[src/shared/rxdw_pkg.sv]
/*
 Package of the receive descriptor walker: register map, descriptor
 field layout, reset values and the decoded control word carrier.
 Assumes a 32-bit AHB-Lite register bus and 32-bit host memory words.
*/
package rxdw_pkg;

   // Register byte offsets
   localparam logic [7:0] RXDW_OFS_CTRL = 8'h00;
   localparam logic [7:0] RXDW_OFS_BASE = 8'h04;
   localparam logic [7:0] RXDW_OFS_CUR = 8'h08;
   localparam logic [7:0] RXDW_OFS_STATUS = 8'h0C;
   localparam logic [7:0] RXDW_OFS_CTLWORD = 8'h10;
   localparam logic [7:0] RXDW_OFS_NEXT = 8'h14;

   // Control register fields and base register reset value
   localparam int RXDW_CTRL_RUN_BIT = 0;
   localparam logic [31:0] RXDW_BASE_RESET = 32'h0000_0000;

   // Descriptor control word layout
   localparam int RXDW_RING_END_BIT = 25;
   localparam int RXDW_CHAINED_BIT = 24;
   localparam int RXDW_BYTES2_MSB = 21;
   localparam int RXDW_BYTES2_LSB = 11;
   localparam int RXDW_BYTES1_MSB = 10;
   localparam int RXDW_BYTES1_LSB = 0;
   localparam int RXDW_BYTES_W = 11;

   // Descriptor geometry
   localparam int RXDW_DESC_WORDS = 4;
   localparam logic [31:0] RXDW_DESC_STRIDE = 32'h0000_0010;
   localparam logic [31:0] RXDW_WORD_STRIDE = 32'h0000_0004;
   localparam logic [1:0] RXDW_IDX_CTRL = 2'h1;
   localparam logic [1:0] RXDW_IDX_BUF1 = 2'h2;
   localparam logic [1:0] RXDW_IDX_SECOND = 2'h3;

   // AHB-Lite encodings
   localparam logic [1:0] RXDW_HTRANS_NONSEQ = 2'h2;
   localparam logic [1:0] RXDW_HTRANS_SEQ = 2'h3;

   typedef enum logic [2:0] {
      RXDW_ST_IDLE,
      RXDW_ST_FETCH,
      RXDW_ST_BUF1,
      RXDW_ST_BUF2,
      RXDW_ST_NEXT
   } rxdw_state_type;

   typedef struct packed {
      logic ring_end_flag;
      logic chained_next_flag;
      logic [RXDW_BYTES_W-1:0] second_buffer_bytes;
      logic [RXDW_BYTES_W-1:0] first_buffer_bytes;
   } rxdw_ctrl_type;

   typedef struct packed {
      logic valid;
      logic [31:0] addr;
      logic [RXDW_BYTES_W-1:0] bytes;
   } rxdw_buf_type;

endpackage

[src/rxdw_walker.sv]
/*
 Receive descriptor walker: fetches four-word receive descriptors from
 host memory, decodes the control word, hands buffers to the receive
 data path one at a time and follows the ring or the chain.
 Assumes a memory read port that answers each request with one ack pulse
 carrying the word, and a data path that pulses buf_done per buffer.
*/
// Chosen here: register access over AHB-Lite and the address map.
// Summary of operation
// - A set ring-end flag makes this the last descriptor and the walk resumes at the list base afterwards.
// - With chaining set and ring end clear, the fourth word is the next descriptor address.
// - With ring end set, chaining is ignored and the fourth word is the second buffer pointer.
// - The second buffer size comes from control bits 21 to 11 and is disregarded when chained.
// - The first buffer size comes from control bits 10 to 0.
// - A zero first buffer size skips the first buffer and uses the second.
// - The first buffer pointer, read on opening a descriptor, may have any byte alignment.
// - Control bits 31 to 26 and 23 to 22 are ignored and the control word is never written back.
// - Descriptors sit on 16-byte boundaries and buffer pointers of any alignment are accepted.
`timescale 1ns/1ps

module rxdw_walker
   import rxdw_pkg::*;
(
   input wire logic hclk,
   input wire logic hresetn,
   input wire logic hsel,
   input wire logic [31:0] haddr,
   input wire logic [1:0] htrans,
   input wire logic hwrite,
   input wire logic [2:0] hsize,
   input wire logic [31:0] hwdata,
   input wire logic hready,
   output logic hreadyout,
   output logic hresp,
   output logic [31:0] hrdata,
   output logic mem_req,
   output logic [31:0] mem_addr,
   input wire logic mem_ack,
   input wire logic [31:0] mem_rdata,
   output logic buf_valid,
   output logic [31:0] buf_addr,
   output logic [RXDW_BYTES_W-1:0] buf_bytes,
   input wire logic buf_done
);

   function automatic rxdw_ctrl_type decode_ctrl(input logic [31:0] w);
      rxdw_ctrl_type c;
      c.ring_end_flag = w[RXDW_RING_END_BIT];
      c.chained_next_flag = w[RXDW_CHAINED_BIT] & ~w[RXDW_RING_END_BIT];
      c.second_buffer_bytes = w[RXDW_CHAINED_BIT] & ~w[RXDW_RING_END_BIT] ? '0
                              : w[RXDW_BYTES2_MSB:RXDW_BYTES2_LSB];
      c.first_buffer_bytes = w[RXDW_BYTES1_MSB:RXDW_BYTES1_LSB];
      return c;
   endfunction

   // Bus slave state
   logic wr_pend_q, wr_pend_d;
   logic [7:0] wr_ofs_q, wr_ofs_d;
   logic [31:0] hrdata_q, hrdata_d;
   logic run_q, run_d;
   logic [31:0] base_q, base_d;

   // Walker state
   rxdw_state_type state_q, state_d;
   logic [1:0] idx_q, idx_d;
   logic [31:0] cur_q, cur_d;
   logic [31:0] ctl_word_q, ctl_word_d;
   logic [31:0] ptr1_q, ptr1_d;
   logic [31:0] ptr2_q, ptr2_d;
   logic [31:0] next_q, next_d;
   logic mem_req_q, mem_req_d;
   logic [31:0] mem_addr_q, mem_addr_d;
   rxdw_buf_type buf_q, buf_d;
   logic rst_ring_q, rst_ring_d;

   rxdw_ctrl_type ctl;
   logic take;

   assign ctl = decode_ctrl(ctl_word_q);
   assign take = hsel & hready & (htrans == RXDW_HTRANS_NONSEQ || htrans == RXDW_HTRANS_SEQ);

   // Register bus
   always_comb
   begin
      wr_pend_d = 1'b0;
      wr_ofs_d = wr_ofs_q;
      hrdata_d = hrdata_q;
      run_d = run_q;
      base_d = base_q;
      if (wr_pend_q)
      begin
         case (wr_ofs_q)
            RXDW_OFS_CTRL: run_d = hwdata[RXDW_CTRL_RUN_BIT];
            RXDW_OFS_BASE: base_d = hwdata;
            default: run_d = run_q;
         endcase
      end
      if (take)
      begin
         wr_pend_d = hwrite;
         wr_ofs_d = haddr[7:0];
         hrdata_d = 32'h0000_0000;
         if (!hwrite)
         begin
            case (haddr[7:0])
               RXDW_OFS_CTRL: hrdata_d = {31'h0000_0000, run_d};
               RXDW_OFS_BASE: hrdata_d = base_d;
               RXDW_OFS_CUR: hrdata_d = cur_q;
               RXDW_OFS_STATUS: hrdata_d = {26'h000_0000, idx_q, 1'b0, state_q};
               RXDW_OFS_CTLWORD: hrdata_d = ctl_word_q;
               RXDW_OFS_NEXT: hrdata_d = next_q;
               default: hrdata_d = 32'h0000_0000;
            endcase
         end
      end
   end

   always_ff @(posedge hclk or negedge hresetn)
   begin
      if (!hresetn)
      begin
         wr_pend_q <= 1'b0;
         wr_ofs_q <= 8'h00;
         hrdata_q <= 32'h0000_0000;
         run_q <= 1'b0;
         base_q <= RXDW_BASE_RESET;
      end
      else
      begin
         wr_pend_q <= wr_pend_d;
         wr_ofs_q <= wr_ofs_d;
         hrdata_q <= hrdata_d;
         run_q <= run_d;
         base_q <= base_d;
      end
   end

   // Descriptor walk
   always_comb
   begin
      state_d = state_q;
      idx_d = idx_q;
      cur_d = cur_q;
      ctl_word_d = ctl_word_q;
      ptr1_d = ptr1_q;
      ptr2_d = ptr2_q;
      next_d = next_q;
      mem_req_d = mem_req_q;
      mem_addr_d = mem_addr_q;
      buf_d = buf_q;
      rst_ring_d = rst_ring_q;
      case (state_q)
         RXDW_ST_IDLE:
         begin
            if (run_q)
            begin
               if (rst_ring_q)
                  cur_d = base_q;
               rst_ring_d = 1'b0;
               idx_d = 2'h0;
               mem_req_d = 1'b1;
               mem_addr_d = rst_ring_q ? base_q : cur_q;
               state_d = RXDW_ST_FETCH;
            end
         end
         RXDW_ST_FETCH:
         begin
            if (mem_req_q && mem_ack)
            begin
               mem_req_d = 1'b0;
               case (idx_q)
                  RXDW_IDX_CTRL: ctl_word_d = mem_rdata;
                  RXDW_IDX_BUF1: ptr1_d = mem_rdata;
                  RXDW_IDX_SECOND: ptr2_d = mem_rdata;
                  default: ctl_word_d = ctl_word_q;
               endcase
               idx_d = idx_q + 2'h1;
               if (idx_q == RXDW_IDX_SECOND)
                  state_d = RXDW_ST_BUF1;
            end
            else if (!mem_req_q)
            begin
               mem_req_d = 1'b1;
               mem_addr_d = cur_q + {28'h000_0000, idx_q, 2'h0};
            end
         end
         RXDW_ST_BUF1:
         begin
            // Next descriptor: base at ring end, pointer when chained, else the next slot
            if (ctl.ring_end_flag)
               next_d = base_q;
            else if (ctl.chained_next_flag)
               next_d = ptr2_q;
            else
               next_d = cur_q + RXDW_DESC_STRIDE;
            if (!buf_q.valid)
            begin
               if (ctl.first_buffer_bytes != '0)
               begin
                  buf_d.valid = 1'b1;
                  buf_d.addr = ptr1_q;
                  buf_d.bytes = ctl.first_buffer_bytes;
               end
               else
                  state_d = RXDW_ST_BUF2;
            end
            else if (buf_done)
            begin
               buf_d.valid = 1'b0;
               state_d = RXDW_ST_BUF2;
            end
         end
         RXDW_ST_BUF2:
         begin
            if (!buf_q.valid)
            begin
               if (!ctl.chained_next_flag && ctl.second_buffer_bytes != '0)
               begin
                  buf_d.valid = 1'b1;
                  buf_d.addr = ptr2_q;
                  buf_d.bytes = ctl.second_buffer_bytes;
               end
               else
                  state_d = RXDW_ST_NEXT;
            end
            else if (buf_done)
            begin
               buf_d.valid = 1'b0;
               state_d = RXDW_ST_NEXT;
            end
         end
         RXDW_ST_NEXT:
         begin
            cur_d = next_q;
            idx_d = 2'h0;
            if (run_q)
            begin
               mem_req_d = 1'b1;
               mem_addr_d = next_q;
               state_d = RXDW_ST_FETCH;
            end
            else
               state_d = RXDW_ST_IDLE;
         end
         default:
         begin
            state_d = RXDW_ST_IDLE;
            mem_req_d = 1'b0;
            buf_d.valid = 1'b0;
         end
      endcase
   end

   always_ff @(posedge hclk or negedge hresetn)
   begin
      if (!hresetn)
      begin
         state_q <= RXDW_ST_IDLE;
         idx_q <= 2'h0;
         cur_q <= RXDW_BASE_RESET;
         ctl_word_q <= 32'h0000_0000;
         ptr1_q <= 32'h0000_0000;
         ptr2_q <= 32'h0000_0000;
         next_q <= 32'h0000_0000;
         mem_req_q <= 1'b0;
         mem_addr_q <= 32'h0000_0000;
         buf_q <= '0;
         rst_ring_q <= 1'b1;
      end
      else
      begin
         state_q <= state_d;
         idx_q <= idx_d;
         cur_q <= cur_d;
         ctl_word_q <= ctl_word_d;
         ptr1_q <= ptr1_d;
         ptr2_q <= ptr2_d;
         next_q <= next_d;
         mem_req_q <= mem_req_d;
         mem_addr_q <= mem_addr_d;
         buf_q <= buf_d;
         rst_ring_q <= rst_ring_d;
      end
   end

   // Zero-wait OKAY slave
   always_ff @(posedge hclk or negedge hresetn)
   begin
      if (!hresetn)
      begin
         hreadyout <= 1'b0;
         hresp <= 1'b0;
      end
      else
      begin
         hreadyout <= 1'b1;
         hresp <= 1'b0;
      end
   end

   assign hrdata = hrdata_q;
   assign mem_req = mem_req_q;
   assign mem_addr = mem_addr_q;
   assign buf_valid = buf_q.valid;
   assign buf_addr = buf_q.addr;
   assign buf_bytes = buf_q.bytes;

endmodule

[config.mk]
export PLATFORM = sky130hd
export DESIGN_NAME = rxdw_walker
export DESIGN_NICKNAME = d
export VERILOG_FILES = /design/src/shared/rxdw_pkg.sv /design/src/rxdw_walker.sv
export SDC_FILE = /design/constraint.sdc
export NUM_CORES = 1
export LEC_CHECK = 0
export ABC_AREA = 1
export BUFFER_PORTS_ARGS = -buffer_cell sky130_fd_sc_hd__buf_2
export CAP_MARGIN = 0
export CORE_MARGIN = 10
export CORE_UTILIZATION = 50
export DETAILED_ROUTE_END_ITERATION = 16
export MAX_ROUTING_LAYER = met4
export PLACE_DENSITY = 0.71
export SLEW_MARGIN = 40
export SYNTH_ARGS = -nofsm -noshare
export SYNTH_HDL_FRONTEND = slang
export SYNTH_SLANG_ARGS = --single-unit
[constraint.sdc]
create_clock -name hclk -period 3.35 [get_ports hclk]
set_input_delay 0.67 -clock hclk [delete_from_list [all_inputs] [get_ports hclk]]
set_output_delay 0.67 -clock hclk [all_outputs]
set_load 0.005 [all_outputs]
Word level (Yosys, flattened, before mapping)
Index checks and enable logic that the tools add are counted.
- $add $sub $neg: 3
- bitwise operators: 5
- reductions and logical operators: 25
- equal/unequal tests: 30
- mux-type cells: 43
- operators with widths (operator ; count):
    32-bit two-way mux ; 10
    32-bit case mux with 6 select lines ; 1
    32-bit case mux with 3 select lines ; 1
    44-bit two-way mux ; 2
    43-bit two-way mux ; 2
    43-bit case mux with 2 select lines ; 1
    32-bit case mux with 2 select lines ; 1
    32-bit by 4-bit adder with 32-bit output ; 1
    32-bit by 5-bit adder with 32-bit output (second input constant) ; 1
    3-bit two-way mux ; 9
    11-bit nonzero test ; 2
    2-bit != test (second input constant) ; 10
    8-bit by 3-bit == test with 1-bit output (second input constant) ; 2
    8-bit by 4-bit == test with 1-bit output (second input constant) ; 2
    8-bit by 5-bit == test with 1-bit output (second input constant) ; 2
    8-bit logical NOT ; 2
    3-bit case mux with 5 select lines ; 1
    3-bit != test (second input constant) ; 4
    3-bit AND reduction ; 4
    11-bit two-way mux ; 1
    5-bit AND reduction ; 2
    1-bit two-way mux ; 9
    2-bit == test (second input constant) ; 4
    7-bit AND reduction ; 1
    20 further kinds ; 31
- bits in registers: 318
- word-level logic and storage cells: 125
- input bits: 108
- output and inout bits: 111

Logic depth before layout (Yosys ltp)
- word-level depth: 8
- depth in mapped cells: 12

Least setup slack after synthesis
No wires, ideal clock.
- kind: reg2reg
- from: register idx_q[0]
- to: register mem_addr_q[30], in the netlist mem_addr[30]
- cell stages (with the launch flop): 11
- required time: 3.273 ns
- buffers on the path: 0
- arrival: 1.815 ns
- setup slack: 1.457 ns
- period minus slack after synthesis: 1.893 ns
- cell sequence: dfrtp_1 > ha_1 > fa_1 > nand2_1 > nor2_1 > nand2_1 > nor2_1 > nand2_1 > a21oi_1 > o21ai_0 > a21oi_1
- cells in the longest elaborated chain, start to end: 4
- ends and longest elaborated chain (item ; RTL line ; source):
    from (decl) ; rxdw_walker.sv:65 ; logic [1:0] idx_q, idx_d;
    from (signal assigned) ; rxdw_walker.sv:273 ; idx_q <= idx_d;
    32-bit by 4-bit adder with 32-bit output ; rxdw_walker.sv:184 ; mem_addr_d = cur_q + {28'h000_0000, idx_q, 2'h0};
    32-bit two-way mux ; rxdw_walker.sv:181 ; else if (!mem_req_q)
    32-bit two-way mux ; rxdw_walker.sv:168 ; if (mem_req_q && mem_ack)
    32-bit case mux with 3 select lines ; rxdw_walker.sv:152 ; case (state_q)
    to (signal assigned) ; rxdw_walker.sv:280 ; mem_addr_q <= mem_addr_d;
    to (decl) ; rxdw_walker.sv:72 ; logic [31:0] mem_addr_q, mem_addr_d;
Every way passes these cells. The select of a mux whose other input is x is not followed.
A chain may end at the register's enable or synchronous reset.

Final worst setup path
- from: register cur_q[5]
- to: register next_q[26]
- cells in the longest elaborated chain, start to end: 3
- ends and longest elaborated chain (item ; RTL line ; source):
    from (decl) ; rxdw_walker.sv:66 ; logic [31:0] cur_q, cur_d;
    from (signal assigned) ; rxdw_walker.sv:274 ; cur_q <= cur_d;
    32-bit by 5-bit adder with 32-bit output ; rxdw_walker.sv:195 ; next_d = cur_q + RXDW_DESC_STRIDE;
    32-bit two-way mux ; rxdw_walker.sv:192 ; else if (ctl.chained_next_flag)
    32-bit two-way mux ; rxdw_walker.sv:190 ; if (ctl.ring_end_flag)
    to (signal assigned) ; rxdw_walker.sv:278 ; next_q <= next_d;
    to (decl) ; rxdw_walker.sv:70 ; logic [31:0] next_q, next_d;
Every way passes these cells.

==> reports/metrics.cfg <==
[floorplan]
rows = 66
core_um2 = 32500
chipWidth_um = 201
design.die.area_um2 = 40500
die_h_um = 201
start_util = 0.506
ioPinCount = 219

[place]
dpl.cell_count = 2782
routabilityCongestion = 1.01
placed_area_um2 = 17800
dp_hpwl_mm = 41.9
dp_slack_ns = 0.867
portBuffers = 189

[timing]
max_freq_mhz = 398
finalSetupViolCount = 0
post-route-min-period_ns = 2.51
fin_tns_setup_ns = 0
finalWorstSetupSlack_ns = 0.837
rsz0062_at_grt = no
slew_violations = 0
skew_ns = 0.0115
whs_ns = 0.116
period_share = 0.750
hold_viol = 0
max_slew_margin = 0.403
worst_pin_slew_ns = 0.896

[cts]
insertion_delay_ns = 0.53
cts_max_path_buffers = 3
cts-resized-gates = 0
postCtsSetupBuffers = 0
cts_sinks = 318
clk_pin_slew_ns = 0.06
hold_buffers = 0
tritoncts.num_buffers = 36
cts-root-buf = clkbuf_16
cts_tree = built
htreeDepth = 2

[cells_and_area]
syn2layout_area_growth_pct = 15.9
fillCellCount = 3063
drive_gt1_frac = 0.136
nets = 2493
fin_cells = 2845
n_antenna_cell = 0
final_util = 0.587
fin_area_um2 = 19000

[pwr]
ir_drop_mv = 0.618
p_per_area_nw_per_um2 = 781
leakage_nw = 9.43
p_total_mw = 14.9

[detailed_routing]
viasPerCell = 5.54
ant_nets = 0
post-route-drc-count = 0
routedWlPerCell_um = 20.4
vias = 15800
firstDrtPassIters = 8
wl_mm = 58.2
initialDrtViolationCount = 1745

[synth]
yosys_most_used_dff = dfrtp_1
synth_top_area_frac = 0.483
synth_area_per_cell_um2 = 7.39
synthesis.nets = 2338
synth-edff-count = 0
synthAdderAreaFrac = 0.00579
synth_top_family_by_area = simple AND/OR/NAND/NOR gates
seq_area_frac_synth = 0.485
syn_inst = 2223
synth-compound-area-share = 0.141
synth_mux_area_frac = 0.000686
synthTopCellsByArea = dfrtp_1, nand2_1, o21ai_0, nand3_1, inv_1
synth_cell_types = 49
synth-simple-area-share = 0.287
async_flop_share = 1.00
synth_warnings = 0
netlist_area_um2 = 16400
synth_xor_area_frac = 0.00373
yosys.area.top_type = dfrtp_1
synth_seq_cells = 318

[global_routing]
antenna_found_initial = 0
grt.total_usage = 0.287
first_global_vias = 15000
grt_pass1_wl_mm = 89.8
grt_max_degree = 81
grt-ovfl-total = 0

[worst_setup_path]
setup.worst_path.start_class = flip-flop
worstPathMaxFanout = 6
cp-end-kind = flip-flop
critPathArrivalTime_ns = 2.95
path_class = flip-flop to flip-flop
crit_required_ns = 3.79

[flow_run]
maxCapViolations = 0

[status]
status = finished, final reports clean

[worst_hold_path]
min_path_type = input pin to async pin

kinds of logic (layout without fill, tap and decap cells):
family	after synthesis	count (layout)
xor gates and xnor gates	7	7
DFF	318	318
AOI/OAI and AO/OA	425	425
other	2	2
buffers and inverters	308	488
and+or+nand+nor	1155	1155
muxes	1	1
adders and majority gates	7	7
metal layers:
| layer | routed length, µm | track usage | up-vias |
|---|---|---|---|
| met2 | 24900 | 0.410 | 755 |
| met1 | 26900 | 0.421 | 7478 |
| met5 | 0 | - | - |
| met4 | 1170 | 0.0639 | 0 |
| li1 | - | - | 7465 |
| met3 | 5150 | 0.0443 | 74 |
power breakdown:
group | internal (mW) | switching (mW) | leakage, nW
clock | 2.42 | 1.64 | 0.591
sequential | 5.09 | 1.01 | 4.05
combinational | 1.61 | 3.10 | 4.78
flip-flops by register name (all words and copies together) (netlist names):
register    cells
base_q         32
buf_addr       32
buf_bytes      11
buf_valid       1
ctl_word_q     32
cur_q          32
hrdata         32
hreadyout       1
idx_q           2
mem_addr       32
mem_req         1
next_q         32
ptr1_q         32
ptr2_q         32
rst_ring_q      1
run_q           1
state_q         3
wr_ofs_q        8
wr_pend_q       1
worst paths after layout:
| kind | start | to | slack [ns] | cells past startpoint |
|---|---|---|---|---|
| min in group hclk | hwdata[27] | base_q[27] | 0.40 | 3 |
| worst max register to register | cur_q[5] | next_q[26] | 0.84 | 12 |
| worst min register to register | mem_addr[2] | mem_addr[2] | 0.47 | 2 |
| max in group asynchronous | hresetn | base_q[25] | 2.36 | 2 |
| worst min-delay path | hresetn | mem_addr[1] | 0.12 | 1 |
| worst max-delay path | cur_q[5] | next_q[26] | 0.84 | 12 |
cell usage after synthesis, types with 9 or more instances:
cell type,count
nor2_1,187
nor3_1,9
dfrtp_1,317
nand2_1,752
clkbuf_1,51
inv_1,189
o21ai_1,14
o22ai_1,11
nand4_1,10
a31oi_1,20
buf_2,46
a22oi_1,10
o211ai_1,10
nand3_1,161
o21ai_0,271
a21oi_1,62
or2_2,15
area by class of cell:
class,count,area [µm²],area share
flip-flops and latches,318,7960,0.418
repair buffers,231,1330,0.0701
clock buffers,58,1100,0.0580
clock inverters,5,111,0.00585
multi-input cells,1597,7250,0.381
well taps,442,553,0.0290
inverters,194,728,0.0382
critical path: stages, from the launching register on:
cell and delay (ns):
dfrtp_1 0.49, ha_1 0.23, buf_4 0.16, nand2_1 0.09
nor2_1 0.35, nand3_1 0.28, nor2_1 0.27, nand2_1 0.08
nand2_1 0.08, nand3_1 0.14, nand2_1 0.10, nand2_1 0.05
o21ai_0 0.08
placed cells by master, fill, tap and decap left out, types with 3 or more instances in the layout:
cell,instances
a221oi_1,7
xor2_1,7
nand4_1,10
o22ai_1,11
o21ai_0,271
nor3_1,9
or2_2,15
a22oi_1,10
nand2_2,3
a21oi_1,62
a41oi_1,3
o211ai_1,10
buf_2,188
clkbuf_1,11
nand2_1,751
buf_4,37
clkbuf_16,37
a31oi_1,20
a21boi_0,3
clkbuf_8,10
nor3_4,3
nand3_1,160
o221ai_1,7
nor2_2,6
inv_2,6
or2_1,5
dfrtp_1,317
inv_1,188
nor2_1,185
ha_1,6
buf_12,5
o21ai_1,14
No activity file was read; power rests on OpenSTA's default activity.
